[src/verilog/socket_cfg.svh]
// Offsets, field positions, reset values and counts for the socket control block.
// Assumes inclusion by bare name from each design file that needs it.
`ifndef SOCKET_CFG_SVH
`define SOCKET_CFG_SVH

`define ADDR_W             8
`define OFF_FORCE          8'h0C
`define OFF_CTRL           8'h10
`define OFF_PWR_STAT       8'h14
`define CTRL_RESET         32'h0000_0400
`define BIT_ZV_ACT         11
`define BIT_STD_ZV         10
`define BIT_ZV_EN          9
`define BIT_STOP_POL       7
`define VCC_HI             6
`define VCC_LO             4
`define VPP_HI             2
`define VPP_LO             0
`define FRC_CAP_HI         13
`define FRC_CAP_LO         10
`define FRC_TEST           14
`define IDLE_CLOCKS        4'h8
`define RESP_OKAY          2'h0
`define RESP_SLVERR        2'h2

`endif

[src/verilog/socket_pkg.sv]
// Types shared by the socket control block and its clock-stop decider.
// Assumes the configuration header supplies all numeric constants.
`default_nettype none

package socket_pkg;

  // Supply voltage request codes; 001, 110 and 111 are reserved.
  typedef enum logic [2:0] {
    VCC_OFF  = 3'h0,
    VCC_5V   = 3'h2,
    VCC_3V3  = 3'h3,
    VCC_XV   = 3'h4,
    VCC_YV   = 3'h5
  } vcc_code_type;

  // Programming voltage request codes; 111 is reserved.
  typedef enum logic [2:0] {
    VPP_OFF  = 3'h0,
    VPP_12V  = 3'h1,
    VPP_5V   = 3'h2,
    VPP_3V3  = 3'h3,
    VPP_XV   = 3'h4,
    VPP_YV   = 3'h5,
    VPP_1V8  = 3'h6
  } vpp_code_type;

  // Card clock-run master state.
  typedef enum logic [0:0] {
    CR_RUN   = 1'b0,
    CR_STOP  = 1'b1
  } clkrun_state_type;

endpackage

`default_nettype wire

[src/verilog/clock_stop_decider.sv]
// Card clock-run master decision: counts idle card clocks and asks to stop the card clock.
// Assumes i_card_idle and i_host_stop_req are synchronous to i_ref_clk.
`default_nettype none
`include "socket_cfg.svh"

module clock_stop_decider (
  input  wire logic i_ref_clk,
  input  wire logic i_nrst,
  input  wire logic i_policy,
  input  wire logic i_card_idle,
  input  wire logic i_host_stop_req,
  output logic      o_stop_attempt
);

  socket_pkg::clkrun_state_type state;
  socket_pkg::clkrun_state_type next_state;
  logic [3:0]                   idle_cnt;
  logic [3:0]                   next_idle_cnt;
  wire                          idle_enough;
  wire                          stop_cond;

  // The count saturates so a long idle spell never wraps back to busy.
  assign next_idle_cnt = !i_card_idle ? 4'h0 :
                         (idle_cnt == `IDLE_CLOCKS) ? idle_cnt : idle_cnt + 4'h1;
  assign idle_enough   = (idle_cnt == `IDLE_CLOCKS);
  // Policy clear waits for the host request too; policy set ignores it.
  assign stop_cond     = idle_enough && (i_policy || i_host_stop_req);

  // Any card activity or loss of the stop condition drops back to running.
  always_comb begin
    next_state = state;
    unique case (state)
      socket_pkg::CR_RUN:  if (stop_cond) next_state = socket_pkg::CR_STOP;
      socket_pkg::CR_STOP: if (!stop_cond) next_state = socket_pkg::CR_RUN;
    endcase
  end

  // Counter and state registers.
  always_ff @(posedge i_ref_clk or negedge i_nrst) begin
    if (!i_nrst) begin
      idle_cnt <= 4'h0;
      state    <= socket_pkg::CR_RUN;
    end else begin
      idle_cnt <= next_idle_cnt;
      state    <= next_state;
    end
  end

  assign o_stop_attempt = (state == socket_pkg::CR_STOP);

endmodule

`default_nettype wire

[src/verilog/socket_supply_clock_control.sv]
// Socket supply and clock control register bank with an AXI4-Lite slave port.
// Assumes all inputs are synchronous to i_ref_clk and the power switch honours o_vcc_apply.
//
// Function
// - Reserved control bits read as zero.
// - Activity flag is OR of both sockets' enables.
// - Standard zoomed model flag reads constant one.
// - Zoomed video enable is read/write, resets zero.
// - Policy clear: idle eight and host request.
// - Policy set: idle eight clocks suffices alone.
// - Programming code field, reset off, 111 reserved.
// - Energize socket only at card-accepted voltages, except 12V and 1.8V programming, which skip the card check.
// - Forced capability disables power; test re-enables.
`default_nettype none
`include "socket_cfg.svh"

module socket_supply_clock_control (
  input  wire logic        i_ref_clk,
  input  wire logic        i_nrst,
  // AXI4-Lite slave.
  input  wire logic [7:0]  i_awaddr,
  input  wire logic        i_awvalid,
  output logic             o_awready,
  input  wire logic [31:0] i_wdata,
  input  wire logic [3:0]  i_wstrb,
  input  wire logic        i_wvalid,
  output logic             o_wready,
  output logic [1:0]       o_bresp,
  output logic             o_bvalid,
  input  wire logic        i_bready,
  input  wire logic [7:0]  i_araddr,
  input  wire logic        i_arvalid,
  output logic             o_arready,
  output logic [31:0]      o_rdata,
  output logic [1:0]       o_rresp,
  output logic             o_rvalid,
  input  wire logic        i_rready,
  // Socket side.
  input  wire logic        i_other_zv_enable,
  input  wire logic        i_cardbus_present,
  input  wire logic [3:0]  i_card_caps,
  input  wire logic        i_card_idle,
  input  wire logic        i_host_stop_req,
  output logic             o_zoomed_video_enable,
  output logic [2:0]       o_vcc_apply,
  output logic [2:0]       o_vpp_apply,
  output logic             o_stop_attempt
);

  // Control fields and power-control state.
  logic       zoomed_video_enable;
  logic       clock_stop_policy;
  logic [2:0] supply_voltage_request;
  logic [2:0] prog_voltage_request;
  logic       power_ctl_enable;
  logic [3:0] forced_caps;
  logic [2:0] vcc_apply;
  logic [2:0] vpp_apply;

  // Write channel holding registers; address and data may arrive in either order.
  logic        aw_held;
  logic [7:0]  aw_addr;
  logic        w_held;
  logic [31:0] w_data;
  logic [3:0]  w_strb;
  logic        bvalid;
  logic [1:0]  bresp;
  logic        rvalid;
  logic [1:0]  rresp;
  logic [31:0] rdata;

  wire        wr_fire;
  wire        wr_ctrl;
  wire        wr_force;
  wire        wr_known;
  wire        ar_fire;
  wire        rd_known;
  wire        zoomed_activity_flag;
  wire [31:0] ctrl_word;
  wire [31:0] stat_word;
  wire [31:0] rd_word;
  wire        force_any;
  wire        card_interrogate_test;
  wire [3:0]  eff_caps;
  wire [2:0]  next_vcc_apply;
  wire [2:0]  next_vpp_apply;
  wire        vcc_ok;
  wire        vpp_ok;
  wire        aw_is_ctrl;
  wire        aw_is_force;
  wire        aw_is_stat;
  wire        ar_is_ctrl;
  wire        ar_is_force;
  wire        ar_is_stat;
  wire        wr_zv_bit;
  wire        wr_policy_bit;
  wire [2:0]  wr_vcc_code;
  wire [2:0]  wr_vpp_code;
  wire [3:0]  wr_force_caps;
  wire        wr_test_bit;

  // Each channel accepts one beat and then waits until the response is gone.
  assign o_awready = !aw_held && !bvalid;
  assign o_wready  = !w_held && !bvalid;
  assign wr_fire   = aw_held && w_held && !bvalid;
  // Word decode of the held write address and the live read address; byte lanes are ignored.
  assign aw_is_ctrl  = (aw_addr[7:2] == 6'(`OFF_CTRL >> 2));
  assign aw_is_force = (aw_addr[7:2] == 6'(`OFF_FORCE >> 2));
  assign aw_is_stat  = (aw_addr[7:2] == 6'(`OFF_PWR_STAT >> 2));
  assign ar_is_ctrl  = (i_araddr[7:2] == 6'(`OFF_CTRL >> 2));
  assign ar_is_force = (i_araddr[7:2] == 6'(`OFF_FORCE >> 2));
  assign ar_is_stat  = (i_araddr[7:2] == 6'(`OFF_PWR_STAT >> 2));

  assign wr_ctrl   = wr_fire && aw_is_ctrl;
  assign wr_force  = wr_fire && aw_is_force;
  assign wr_known  = wr_ctrl || wr_force || aw_is_stat;

  // Named fields of the held write word keep the register processes short.
  assign wr_zv_bit     = w_data[`BIT_ZV_EN];
  assign wr_policy_bit = w_data[`BIT_STOP_POL];
  assign wr_vcc_code   = w_data[`VCC_HI:`VCC_LO];
  assign wr_vpp_code   = w_data[`VPP_HI:`VPP_LO];
  assign wr_force_caps = w_data[`FRC_CAP_HI:`FRC_CAP_LO];
  assign wr_test_bit   = w_data[`FRC_TEST];

  // Forced caps take effect only when the low two bytes are written; the test bit needs byte 1 alone.
  assign force_any             = wr_force && w_strb[1] && w_strb[0]
                                 && (wr_force_caps != 4'h0);
  assign card_interrogate_test = wr_force && w_strb[1] && wr_test_bit;

  // The other socket's enable joins ours to form the shared activity flag.
  assign zoomed_activity_flag = zoomed_video_enable || i_other_zv_enable;

  // Reserved bits are tied low by the concatenation.
  assign ctrl_word = {20'h0_0000,
                      zoomed_activity_flag,
                      1'b1,
                      zoomed_video_enable,
                      1'b0,
                      clock_stop_policy,
                      supply_voltage_request,
                      1'b0,
                      prog_voltage_request};
  // Status word: switch codes, power-control state, presence and effective caps.
  assign stat_word = {17'h0_0000,
                      vcc_apply,                        // Bits 14 to 12.
                      1'b0,
                      vpp_apply,                        // Bits 10 to 8.
                      power_ctl_enable,
                      forced_caps != 4'h0,
                      i_cardbus_present,
                      1'b0,
                      eff_caps};

  // Read decode; unmapped words answer zero with a slave error.
  assign ar_fire  = i_arvalid && !rvalid;
  assign rd_known = ar_is_ctrl || ar_is_force || ar_is_stat;
  // The force word is write-only, so it falls through to zero here.
  assign rd_word  = ar_is_ctrl ? ctrl_word :
                    ar_is_stat ? stat_word : 32'h0000_0000;
  assign o_arready = !rvalid;

  // Forced flags are ORed onto the sensed caps for the status word until the next interrogation.
  assign eff_caps = i_card_caps | forced_caps;

  // Supply is granted only for a defined code that the sensed card accepts.
  assign vcc_ok = (supply_voltage_request == socket_pkg::VCC_5V  && i_card_caps[0])
               || (supply_voltage_request == socket_pkg::VCC_3V3 && i_card_caps[1])
               || (supply_voltage_request == socket_pkg::VCC_XV  && i_card_caps[2])
               || (supply_voltage_request == socket_pkg::VCC_YV  && i_card_caps[3]);
  assign next_vcc_apply = (power_ctl_enable && i_cardbus_present && vcc_ok)
                          ? supply_voltage_request : 3'h0;

  // Programming voltage follows the same checks, except that 12V and 1.8V need no card flag, and never appears without supply.
  // Reserved codes fall through to off, which is the safe reading of an undefined request.
  assign vpp_ok = (prog_voltage_request == socket_pkg::VPP_12V)
               || (prog_voltage_request == socket_pkg::VPP_1V8)
               || (prog_voltage_request == socket_pkg::VPP_5V  && i_card_caps[0])
               || (prog_voltage_request == socket_pkg::VPP_3V3 && i_card_caps[1])
               || (prog_voltage_request == socket_pkg::VPP_XV  && i_card_caps[2])
               || (prog_voltage_request == socket_pkg::VPP_YV  && i_card_caps[3]);
  assign next_vpp_apply = (next_vcc_apply != 3'h0 && vpp_ok)
                          ? prog_voltage_request : 3'h0;

  // Address and data capture.
  always_ff @(posedge i_ref_clk or negedge i_nrst) begin
    if (!i_nrst) begin
      aw_held <= 1'b0;
      aw_addr <= 8'h00;
    end else if (i_awvalid && o_awready) begin
      aw_held <= 1'b1;
      aw_addr <= i_awaddr;
    end else if (wr_fire) begin
      aw_held <= 1'b0;
    end
  end

  always_ff @(posedge i_ref_clk or negedge i_nrst) begin
    if (!i_nrst) begin
      w_held <= 1'b0;
      w_data <= 32'h0000_0000;
      w_strb <= 4'h0;
    end else if (i_wvalid && o_wready) begin
      w_held <= 1'b1;
      w_data <= i_wdata;
      w_strb <= i_wstrb;
    end else if (wr_fire) begin
      w_held <= 1'b0;
    end
  end

  // Write response, one per completed write.
  always_ff @(posedge i_ref_clk or negedge i_nrst) begin
    if (!i_nrst) begin
      bvalid <= 1'b0;
      bresp  <= `RESP_OKAY;
    end else if (wr_fire) begin
      bvalid <= 1'b1;
      bresp  <= wr_known ? `RESP_OKAY : `RESP_SLVERR;
    end else if (i_bready) begin
      bvalid <= 1'b0;
    end
  end

  // Read answer registered one cycle after the address is taken.
  always_ff @(posedge i_ref_clk or negedge i_nrst) begin
    if (!i_nrst) begin
      rvalid <= 1'b0;
      rresp  <= `RESP_OKAY;
      rdata  <= 32'h0000_0000;
    end else if (ar_fire) begin
      rvalid <= 1'b1;
      rresp  <= rd_known ? `RESP_OKAY : `RESP_SLVERR;
      rdata  <= rd_word;
    end else if (i_rready) begin
      rvalid <= 1'b0;
    end
  end

  // Control fields; byte 1 carries the zoomed enable, byte 0 the voltages and policy.
  always_ff @(posedge i_ref_clk or negedge i_nrst) begin
    if (!i_nrst) begin
      zoomed_video_enable    <= 1'b0;
      clock_stop_policy      <= 1'b0;
      supply_voltage_request <= 3'h0;
      prog_voltage_request   <= 3'h0;
    end else if (wr_ctrl) begin
      if (w_strb[1]) begin
        zoomed_video_enable <= wr_zv_bit;
      end
      if (w_strb[0]) begin
        clock_stop_policy      <= wr_policy_bit;
        supply_voltage_request <= wr_vcc_code;
        prog_voltage_request   <= wr_vpp_code;
      end
    end
  end

  // Interrogation wins over a force in the same write, since it re-reads the card.
  always_ff @(posedge i_ref_clk or negedge i_nrst) begin
    if (!i_nrst) begin
      power_ctl_enable <= 1'b1;
      forced_caps      <= 4'h0;
    end else if (card_interrogate_test) begin
      power_ctl_enable <= 1'b1;
      forced_caps      <= 4'h0;
    end else if (force_any) begin
      power_ctl_enable <= 1'b0;
      forced_caps      <= forced_caps | wr_force_caps;
    end
  end

  // Switch commands are registered so the power switch sees glitch-free codes.
  always_ff @(posedge i_ref_clk or negedge i_nrst) begin
    if (!i_nrst) begin
      vcc_apply <= 3'h0;
      vpp_apply <= 3'h0;
    end else begin
      vcc_apply <= next_vcc_apply;
      vpp_apply <= next_vpp_apply;
    end
  end

  clock_stop_decider u_stop (
    .i_ref_clk       (i_ref_clk),
    .i_nrst          (i_nrst),
    .i_policy        (clock_stop_policy),
    .i_card_idle     (i_card_idle),
    .i_host_stop_req (i_host_stop_req),
    .o_stop_attempt  (o_stop_attempt)
  );

  assign o_bvalid              = bvalid;
  assign o_bresp               = bresp;
  assign o_rvalid              = rvalid;
  assign o_rresp               = rresp;
  assign o_rdata               = rdata;
  assign o_zoomed_video_enable = zoomed_video_enable;
  assign o_vcc_apply           = vcc_apply;
  assign o_vpp_apply           = vpp_apply;

endmodule

`default_nettype wire

[config.mk]
export PLATFORM = sky130hd
export DESIGN_NAME = socket_supply_clock_control
export DESIGN_NICKNAME = d
export VERILOG_FILES = /design/src/verilog/socket_pkg.sv /design/src/verilog/clock_stop_decider.sv /design/src/verilog/socket_supply_clock_control.sv
export VERILOG_INCLUDE_DIRS = /design/src /design/src/verilog
export SDC_FILE = /design/constraint.sdc
export NUM_CORES = 1
export LEC_CHECK = 0
export BUFFER_PORTS_ARGS = -buffer_cell sky130_fd_sc_hd__buf_4
export CAP_MARGIN = 20
export CORE_MARGIN = 3
export CORE_UTILIZATION = 44
export DETAILED_ROUTE_END_ITERATION = 7
export PLACE_DENSITY = 0.82
export SETUP_SLACK_MARGIN = 0.5
export SYNTH_ARGS = -nofsm -noshare
export SYNTH_HDL_FRONTEND = slang
export SYNTH_SLANG_ARGS = --single-unit
[constraint.sdc]
create_clock -name i_ref_clk -period 1.4 [get_ports i_ref_clk]
set_input_delay 0.14 -clock i_ref_clk [delete_from_list [all_inputs] [get_ports i_ref_clk]]
set_output_delay 0.14 -clock i_ref_clk [all_outputs]
set_load 0.01 [all_outputs]
==> results of run 1 <==
## worst min-delay path by stage
stage	startpoint	end	slack [ps]
after floorplan	i_nrst	aw_addr[2]	-160
after global placement	i_nrst	w_held	1
after detailed placement	i_nrst	w_held	10
after CTS	i_wdata[5]	w_data[5]	9
after global routing	i_wdata[5]	w_data[5]	20
final	i_wdata[5]	w_data[5]	20
## repair_timing
| item | 4_1_cts | 5_1_grt |
|---|---|---|
| endpoints found under the hold margin | 67 | 0 |
| pin swaps | 16 | 20 |
| endpoints found under the setup margin | 96 | 96 |
| buffers inserted | 23 | 14 |
| gates resized for setup | 76 | 47 |
| gates cloned | 3 | 0 |
| hold buffers | 3 | 0 |
## layout make-up
class | instances | area, sq um | share of cell area [%]
Clock buffer | 11 | 151 | 3.12
Sequential cell | 66 | 1660 | 34.2
Tap cell | 77 | 96.3 | 1.99
Clock inverter | 5 | 52.6 | 1.08
Timing Repair Buffer | 126 | 1160 | 23.8
Inverter | 4 | 17.5 | 0.361
Multi-Input combinational cell | 184 | 1720 | 35.4
## metal layers
layer / part of all wire (%) / global-route usage, % / vias up
met5: 0 / 0 / -
met4: 2.3 / 11.1 / 0
met3: 6.7 / 4.06 / 20
met2: 50 / 34.2 / 117
met1: 41 / 23.4 / 1259
li1: - / - / 1149
## synth_stat cells, types with 2 or more instances
cell / number / area (sq um)
dfrtp_1: 65 / 1630
mux2_2: 32 / 360
nand2_1: 23 / 86.3
buf_4: 19 / 143
nor2_1: 13 / 48.8
o21ai_0: 11 / 55.1
nor2b_1: 10 / 62.6
and2_1: 8 / 50.1
o31ai_1: 7 / 52.6
and4b_1: 6 / 60.1
a41oi_1: 4 / 35.0
clkbuf_1: 4 / 15.0
inv_1: 4 / 15.0
mux2i_1: 4 / 40.0
nand3_1: 4 / 20.0
nor3b_1: 4 / 30.0
buf_2: 3 / 15.0
nand2b_1: 3 / 18.8
o41ai_1: 3 / 26.3
a21oi_1: 2 / 10.0
a31oi_1: 2 / 12.5
and3_1: 2 / 12.5
and3b_1: 2 / 17.5
buf_6: 2 / 22.5
ha_1: 2 / 25.0
nand3b_1: 2 / 15.0
o22ai_1: 2 / 12.5
xnor2_1: 2 / 17.5
## worst reg2reg max path, stage by stage (launching register included)
cell,delay (ps)
dfrtp_1,390
nor3b_2,270
buf_4,180
nand3_4,120
mux2_4,320
## sequential cells by signal, indices dropped and copies added, names as in the netlist
signal	cells
o_rdata	15
w_data	13
aw_addr	6
forced_caps	4
u_stop.idle_cnt	4
o_vcc_apply	3
o_vpp_apply	3
prog_voltage_request	3
supply_voltage_request	3
w_strb	2
aw_held	1
clock_stop_policy	1
o_bresp	1
o_bvalid	1
o_rresp	1
o_rvalid	1
o_zoomed_video_enable	1
power_ctl_enable	1
u_stop.o_stop_attempt	1
w_held	1
## logic make-up after synthesis
group	count (synthesis)	share of synthesized area, %
compound gates	36	7.91
xor+xnor	2	0.574
fa+ha+maj	2	0.820
buf+inv	32	6.88
flops	66	54.1
mux	36	13.1
other cells	1	0.123
simple gates	86	16.4
## power groups by stage
stage	registers, W	logic, W	clock network, W
5_1_grt	0.00304	0.00317	0.00172
6_report	0.00298	0.00298	0.00163
3_5_place_dp	0.00294	0.00199	0
4_1_cts	0.00292	0.00252	0.00164
2_1_floorplan	0.00283	0.00136	0
3_3_place_gp	0.00291	0.00192	0
## metrics by stage
step | cell area [sq um] | total power (W)
after detailed placement | 3800 | 0.00493
after global routing | 4850 | 0.00793
final | 4850 | 0.00759
after floorplan | 3270 | 0.00419
after CTS | 4540 | 0.00708
after global placement | 3800 | 0.00483
==> run metrics, run 1 <==
status=completed; slowest cell on the critical path=dfrtp_1; most common cell after layout, fill and taps aside=buf_4; Total Neg Setup Slack=0 ps; Die Span Y=89.3 um; Setup-failing EPs final=0; Final Skew=11.1 ps; gpl congestion=0.828; Core Region=0.00653 sq mm; clk_lat worst skew=between 300 and 400 ps; vias in the first global route=2,455; CTS clock-pin slew for the worst setup and hold paths=roughly 70 ps; all-layer global routing usage=20.0%; Starting Density=46.7%; largest net degree at the start of global routing=between 50 and 60; Switching Share=32.3%; Detailed Place HPWL=4760 um; first-pass GRT wire length=11,800 um; fmax=720 MHz; flops & latches, synth=66; placed instance count=414; H-Tree Depth=3; Cell variety after synth=44; DRC Markers=0; Reg2Reg Capture Point=clock_stop_policy; Avg Vias per Cell=~5.4; Async S/R FF share, synth=100%; CTS max path bufs=2; Worst setup EP type=flip-flop; Mapped Area=about 0.0031 sq mm; number of synthesized flops with an enable pin=0; most frequent cells in the layout=76 x buf_4, 60 x dfrtp_1, 44 x buf_6; slowest cell delay on critical path=390 ps; fraction of layout cells with a size suffix above 1=61.1%; TritonCTS Sinks=between 60 and 70; worst slack at placement=-13.9 ps; critical setup path kind=flip-flop to flip-flop; DR iter-0 viols=129; CP startpoint kind=flip-flop; worst r2r src=aw_addr[3]; Final Util=74.2%; initial antenna violation count=0; crit path max fanout=7; Synth Warn #=0; Worst Hold Slack=19.8 ps; worst ir drop on vdd=1.31 mV; Max-Cap Viols=0; vias=2,545; Setup WS post-layout=10.6 ps; crit path to=clock_stop_policy; io pins=116; Seq/Total Area, Yosys=54.1%; critical path's top delay family=flip-flops; Die Area=0.00797 sq mm; Int Pwr=0.00514 W; Critical Path AT=about 1600 ps; root buffer cell=clkbuf_8; Crit path depth=4; n_diodes=0; Area growth syn-to-layout=58.8%; Final ANT Viol Nets=0; Congestion Overflow GR=0; Nets=460; pwr/cell area=1570 mW/mm^2; RSZ-0062 raised after global routing=true; I/O Buffers=71; FF-to-FF path depth=4; data required time of the critical path=1630 ps; minimum clock period=1390 ps; Final Non-Filler Cells=473; Cell Rows=29; crit path launch=aw_addr[3]; reg2reg setup slack=10 ps; fillcell total=387; Post-synth top flop=dfrtp_1; logic gate share of total power=39.2%; final hold vios=0; sequential share of power=39.3%; syn avg cell area=11.7 sq um; max-slew violations=0; CTS Buf Count=9; WL final=8340 um; Pre-antenna DRT Iters=4; switching power=0.00245 W; cell count after synthesis=261; LEAKAGE=roughly 2.3 nW; Die W=89.3 um; WHS Path Cells=2; Final Cycle Share=between 90% and 100%; CP bufs+invs=1; worst hold path class=input pin to flip-flop; per-cell routed wire length=17.6 um; Clock power frac=between 20% and 30%; CTS tree=built; critical path, cell by cell=nor3b_2, buf_4, nand3_4, mux2_4
Power figures use the tool's default switching activity.
==> run 2: changes to the inputs <==
- CORE_UTILIZATION: 44 -> 45
- GPL_ROUTABILITY_DRIVEN: unset -> 0
- PLACE_DENSITY: 0.82 -> 0.83
- SYNTH_HIERARCHICAL: unset -> 1
==> run 2 against run 1 <==
Net effect:
- via count shrank 1.5%
- routed wire length down 0.96%
- worst hold slack got worse by 1.1 ps
- register-to-register slack hardly changed
- power increased by 1.3%
- cell area rose by 2.7%
- clock-buffer cell count increased by 1
- critical endpoint is now w_strb[0]
==> run metrics, run 2 <==
status=completed; fillcell total=404 (+4.4%); LEAKAGE=2.39 nW (+2.6%); slowest cell on the critical path=dfrtp_2; pwr/cell area=1540 mW/mm^2 (-1.3%); clk_lat worst skew=350 ps (about the same); Max-Cap Viols=0 (unchanged); Setup WS post-layout=8.60 ps (-2.01 ps); CTS tree=built; H-Tree Depth=3 (unchanged); max-slew violations=0 (unchanged); critical setup path kind=flip-flop to flip-flop; critical path, cell by cell=nor2b_4, nor2b_4, buf_12, mux2_2; fmax=719 MHz (-0.14%); minimum clock period=1390 ps (+2.01 ps); most common cell after layout, fill and taps aside=buf_4; root buffer cell=clkbuf_8; crit path max fanout=13 (+6); CTS Buf Count=9 (unchanged); number of synthesized flops with an enable pin=0 (unchanged); Worst setup EP type=flip-flop; most frequent cells in the layout=81 x buf_4, 59 x dfrtp_1, 41 x buf_6; Cell variety after synth=50 (+14%); post-route cell area=0.00498 sq mm (+2.7%); Core Region=0.00657 sq mm (+0.56%); Yosys top cell area share=51.7% (-1.6 points); Cell Rows=29 (unchanged); initial antenna violation count=0 (unchanged); Final Cycle Share=99.4% (+0.14 points); largest net degree at the start of global routing=43 (-20%); worst slack at placement=-17.0 ps (-3.06 ps); Seq/Total Area, Yosys=52.5% (-1.6 points); Mapped Area=0.00315 sq mm (+3.0%); Synth area leader=dfrtp_1; worst hold path class=input pin to flip-flop; CP startpoint kind=flip-flop; Area growth syn-to-layout=58.3%; CTS max path bufs=2 (unchanged); mux cell area share after synthesis=14.0% (+0.89 points); worst ir drop on vdd=1.48 mV (+13%); vias=2,507 (-1.5%); vias in the first global route=2,447 (-0.33%); Starting Density=47.9% (+1.2 points); switching power=0.00233 W (-5.0%); Congestion Overflow GR=0 (unchanged); Die W=89.6 um (+0.35%); I/O Buffers=71 (unchanged); Die Area=0.00803 sq mm (+0.70%); Synth Warn #=6 (+6); io pins=116 (unchanged); Switching Share=30.3% (-2.0 points); Pre-antenna DRT Iters=4 (unchanged); largest family of logic cells by synthesized area=simple AND/OR/NAND/NOR gates; RSZ-0062 raised after global routing=true; Die Span Y=89.6 um (+0.35%); Final ANT Viol Nets=0 (unchanged); WL final=8260 um (-0.96%); most frequent CP cell=nor2b_4; TritonCTS Sinks=66 (unchanged); cell count after synthesis=263 (+0.77%); sequential share of power=39.0% (-0.3 points); all-layer global routing usage=20.2% (+0.20 points); xor/xnor cell area share of the yosys netlist=0.557% (-0.017 points); Final Skew=6.62 ps (-4.50 ps); first-pass GRT wire length=11,900 um (+1.4%); Cell Area, Placed=0.00385 sq mm (+1.3%); Final Util=75.8% (+1.6 points); synth top area cells=dfrtp_1 52%, mux2_2 7.2%, mux2_4 5.3%, buf_4 4.8%, nand2_1 2.9%; n_diodes=0 (unchanged); DR iter-0 viols=107 (-17%); logic gate share of total power=34.9% (-4.3 points); Post-synth top flop=dfrtp_1; Async S/R FF share, synth=100% (unchanged); DRC Markers=0 (unchanged); adder-cell share of the synthesized area=0.796% (-0.024 points); Nets=466 (+1.3%); Synth Area in Compound Gates=8.04% (+0.13 points); flops & latches, synth=66 (unchanged); Avg Vias per Cell=5.06 (-5.9%); data required time of the critical path=1630 ps (about the same); Clock power frac=26.1% (+4.6 points); CTS clock-pin slew for the worst setup and hold paths=70 ps (about the same); Synth Area in Simple Gates=16.8% (+0.35 points); flip-flop count of the largest register after layout=15 (unchanged); fraction of layout cells with a size suffix above 1=61.9% (+0.83 points); Int Pwr=0.00536 W (+4.3%); Critical Path AT=1620 ps (about the same); Setup-failing EPs final=0 (unchanged); per-cell routed wire length=16.7 um (-5.4%); slowest cell delay on critical path=450 ps (+60 ps); most frequent cell after synthesis=dfrtp_1; final hold vios=0 (unchanged); Detailed Place HPWL=4790 um (+0.57%); syn avg cell area=12.0 sq um (+2.2%); commonest cells in the netlist=65 x dfrtp_1, 24 x nand2_1, 20 x buf_4, 20 x mux2_2, 13 x nor2_1
run 2: logic make-up (layout without fill, tap and decap cells):
| logic type | count (synthesis) | in the layout |
|---|---|---|
| adder cells (fa/ha/maj) | 2 | 2 |
| flip-flops | 66 | 66 |
| other | 1 | 19 |
| AND/OR/NAND/NOR | 85 | 88 |
| buffers and inverters | 34 | 152 |
| XOR/XNOR | 2 | 2 |
| multiplexers | 36 | 36 |
| AO/OA/AOI/OAI | 37 | 37 |
run 2: final timing paths:
check | from | endpoint | slack (ps) | depth (start not counted)
worst max-delay path | o_bvalid | w_strb[0] | 9 | 4
worst min-delay path | i_awaddr[7] | aw_addr[7] | 20 | 2
worst max register to register | o_bvalid | w_strb[0] | 9 | 4
worst min register to register | w_data[2] | prog_voltage_request[2] | 510 | 1
max in group asynchronous | i_nrst | power_ctl_enable | 600 | 3
min in group asynchronous | i_nrst | w_data[9] | 230 | 2
run 2: layout make-up:
cell class | instances | area [sq um] | share of cell area, %
Clock buffer | 12 | 155 | 3.12
Clock inverter | 4 | 97.6 | 1.96
Inverter | 6 | 22.5 | 0.452
Multi-Input combinational cell | 184 | 1750 | 35.2
Sequential cell | 66 | 1660 | 33.3
Tap cell | 93 | 116 | 2.34
Timing Repair Buffer | 130 | 1170 | 23.6
run 2: metal layers:
layer | wire length, um | GRT usage, % | share of wire [%]
met1 | 3220 | 23.0 | 39
met2 | 4440 | 35.2 | 54
met3 | 481 | 7.76 | 5.8
met4 | 118 | 5.82 | 1.4
met5 | 0 | 0 | 0
run 2: critical path: cells and delay by family (launching register included):
kind | cells | cell delay (ps)
simple gates | 2 | 320
flops | 1 | 450
buf+inv | 1 | 170
mux | 1 | 340
run 2: timing repair:
| item | CTS | global route |
|---|---|---|
| gates resized for setup | 69 | 48 |
| hold buffers | 3 | 2 |
| pin swaps | 17 | 16 |
| setup buffers | 30 | 14 |
| hold endpoints to repair | 26 | 2 |
| cloned | 3 | 0 |
| endpoints found under the setup margin | 96 | 96 |
run 2: stage by stage:
step / setup TNS, ps / hold slack (ps) / power [W] / cells
final: 0 / 18.7 / 0.00769 / 495
after CTS: 0 / 11.3 / 0.00735 / 479
after detailed placement: -57.6 / 63.7 / 0.00491 / 427
after global routing: -472 / 1.98 / 0.00808 / 495
after floorplan: -168 / -156 / 0.00431 / 281
after global placement: 0 / 60.9 / 0.00482 / 427
run 2: power by group through the flow:
stage | Sequential (W) | Combinational [W] | Clock, W
after floorplan | 0.00284 | 0.00148 | 0
after global placement | 0.00295 | 0.00187 | 0
after detailed placement | 0.00298 | 0.00193 | 0
after CTS | 0.00296 | 0.00236 | 0.00203
after global routing | 0.00308 | 0.00288 | 0.00212
final | 0.00300 | 0.00269 | 0.00201
==> run 3: changes to the inputs <==
==> constraint.sdc (replaced) <==
create_clock -name i_ref_clk -period 1.4 [get_ports i_ref_clk]
set_input_delay 0.14 -clock i_ref_clk [delete_from_list [all_inputs] [get_ports i_ref_clk]]
set_output_delay 0.14 -clock i_ref_clk [all_outputs]
set_load 0.005 [all_outputs]
==> run 3 against run 2 <==
Net effect:
- the run now ends with setup timing left
- clock skew rose by 2.7 ps
- power rose by 5.4%
- final cell count rose by 0.20%
- sequential cell count did not move
- non-clock buffer count rose by 1
- routed wire length rose by 6.5%
- highest routed layer unchanged
==> run metrics, run 3 (synthesis results as in run 2) <==
CTS tree=built; Starting Density=47.9% (unchanged); Worst Hold Slack=9.60 ps (-9.14 ps); fraction of layout cells with a size suffix above 1=64.5% (+2.6 points); worst ir drop on vdd=1.26 mV (-15%); Area growth syn-to-layout=62.6%; minimum clock period=1430 ps (+35.7 ps); Switching Share=30.9% (+0.61 points); sequential share of power=37.6% (-1.4 points); Avg Vias per Cell=5.11 (+0.91%); critical path, cell by cell=and4b_1, nand3_4, mux2_4; Congestion Overflow GR=0 (unchanged); Die W=89.6 um (unchanged); slowest cell on the critical path=dfrtp_2; Final Cycle Share=102% (+2.6 points); post-route cell area=0.00512 sq mm (+2.7%); worst r2r src=o_bvalid; routed wl met3=608 um (+26%); routed length on met1=3170 um (-1.4%); Final ANT Viol Nets=0 (unchanged); Int Pwr=0.00560 W (+4.5%); failing checks=setup timing; switching power=0.00250 W (+7.5%); pwr/cell area=1580 mW/mm^2 (+2.6%); Cell Area, Placed=0.00384 sq mm (-0.36%); Max-Cap Viols=0 (unchanged); Final Non-Filler Cells=496 (+0.20%); critical setup path kind=flip-flop to flip-flop; all-layer global routing usage=21.6% (+1.4 points); Core Region=0.00657 sq mm (unchanged); Top Metal Used=met4; initial antenna violation count=0 (unchanged); CTS Buf Count=9 (unchanged); worst hold path class=input pin to flip-flop; root buffer cell=clkbuf_8; I/O Buffers=71 (unchanged); most common cell after layout, fill and taps aside=buf_4; CP startpoint kind=flip-flop; clk_lat worst skew=350 ps (about the same); per-cell routed wire length=17.7 um (+6.2%); metal2 WL=4840 um (+8.8%); Die Area=0.00803 sq mm (unchanged); most frequent cells in the layout=79 x buf_4, 59 x dfrtp_1, 46 x buf_6; fillcell total=387 (-4.2%); first-pass GRT wire length=12,700 um (+6.4%); Setup WS post-layout=-27.2 ps (-35.7 ps); Hold EP=w_strb[1]; io pins=116 (unchanged); placed instance count=427 (unchanged); n_diodes=0 (unchanged); Clock power frac=24.7% (-1.4 points); CP bufs+invs=0 (-1); vias in the first global route=2,526 (+3.2%); Setup-failing EPs final=21 (+21); Pre-antenna DRT Iters=4 (unchanged); Reg2Reg Capture Point=prog_voltage_request[2]; RSZ-0062 raised after global routing=true; H-Tree Depth=3 (unchanged); crit path max fanout=7 (-6); Hold Startpoint=i_wstrb[1]; Die Span Y=89.6 um (unchanged); Worst setup EP type=flip-flop; Final Skew=9.34 ps (+2.72 ps); DRC Markers=0 (unchanged); area of the multi-input gates=0.00186 sq mm (+5.9%); data required time of the critical path=1630 ps (about the same); FF-to-FF path depth=3 (-1); CTS max path bufs=2 (unchanged); critical path's top delay family=simple AND/OR/NAND/NOR gates; fmax=701 MHz (-2.5%); Total Neg Setup Slack=-223 ps (-223 ps); Critical Path AT=1660 ps (+40 ps); flip-flop count of the largest register after layout=15 (unchanged); max-slew violations=0 (unchanged); Cell Rows=29 (unchanged); status=finished with violations; Seq. cell area=0.00166 sq mm (unchanged); reg2reg setup slack=-30 ps (-40 ps); Detailed Place HPWL=5050 um (+5.5%); vias=2,535 (+1.1%); largest net degree at the start of global routing=36 (-16%); final hold vios=0 (unchanged); WHS Path Cells=2 (unchanged); slowest cell delay on critical path=460 ps (about the same); TritonCTS Sinks=66 (unchanged); LEAKAGE=2.44 nW (+1.8%); logic gate share of total power=37.7% (+2.8 points); Nets=467 (+0.21%); DR iter-0 viols=150 (+40%); WL final=8800 um (+6.5%); CTS clock-pin slew for the worst setup and hold paths=70 ps (about the same)
## run 3: worst register-to-register path, delay by kind of cell (launching register included)
family	cells	cell delay, ps
flops	1	460
mux	1	350
simple gates	2	490
## run 3: metrics by stage
stage	power, W	util (%)	worst slack [ps]
after detailed placement	0.00487	58.4	-23.8
after floorplan	0.00426	-	-8.06
after global placement	0.00476	58.4	28.3
after global routing	0.00848	77.9	-61.6
final	0.00811	77.9	-27.2
after CTS	0.00750	71.7	-3.11
## run 3: layout make-up
cell class,instances,area share [%]
Multi-Input combinational cell,184,36.3
Sequential cell,66,32.5
Timing Repair Buffer,131,23.6
Clock buffer,11,2.96
Tap cell,93,2.27
Clock inverter,5,1.96
Inverter,6,0.489
## run 3: power by group through the flow
stage / Combinational [W] / Clock, W / Sequential [W]
finish: 0.00306 / 0.00200 / 0.00305
global route: 0.00325 / 0.00211 / 0.00312
CTS: 0.00250 / 0.00201 / 0.00299
detailed placement: 0.00188 / 0 / 0.00298
global placement: 0.00181 / 0 / 0.00295
floorplan: 0.00144 / 0 / 0.00282
## run 3: routing by layer
layer  track usage [%]  vias to the layer above
met3              7.57                       18
met2              39.0                       99
li1                  -                     1160
met1              23.6                     1258
met4              6.63                        0
met5                 0                        -
## run 3: timing repair
| action | 4_1_cts | 5_1_grt |
|---|---|---|
| endpoints found under the setup margin | 96 | 100 |
| endpoints found under the hold margin | 33 | 0 |
| gates resized for setup | 89 | 57 |
| pin swaps | 13 | 18 |
| buffers inserted | 28 | 18 |
| hold buffers | 3 | 0 |
| gates cloned | 3 | 1 |
## run 3: worst max path at each step
stage                                   end  cells past startpoint  startpoint
floorplan                        w_data[10]                      5    o_bvalid
global placement                  w_strb[0]                      4    o_bvalid
detailed placement                w_strb[0]                      4    o_bvalid
CTS                               w_data[4]                      4    o_bvalid
global route                     aw_addr[7]                      4    o_bvalid
finish              prog_voltage_request[2]                      3    o_bvalid
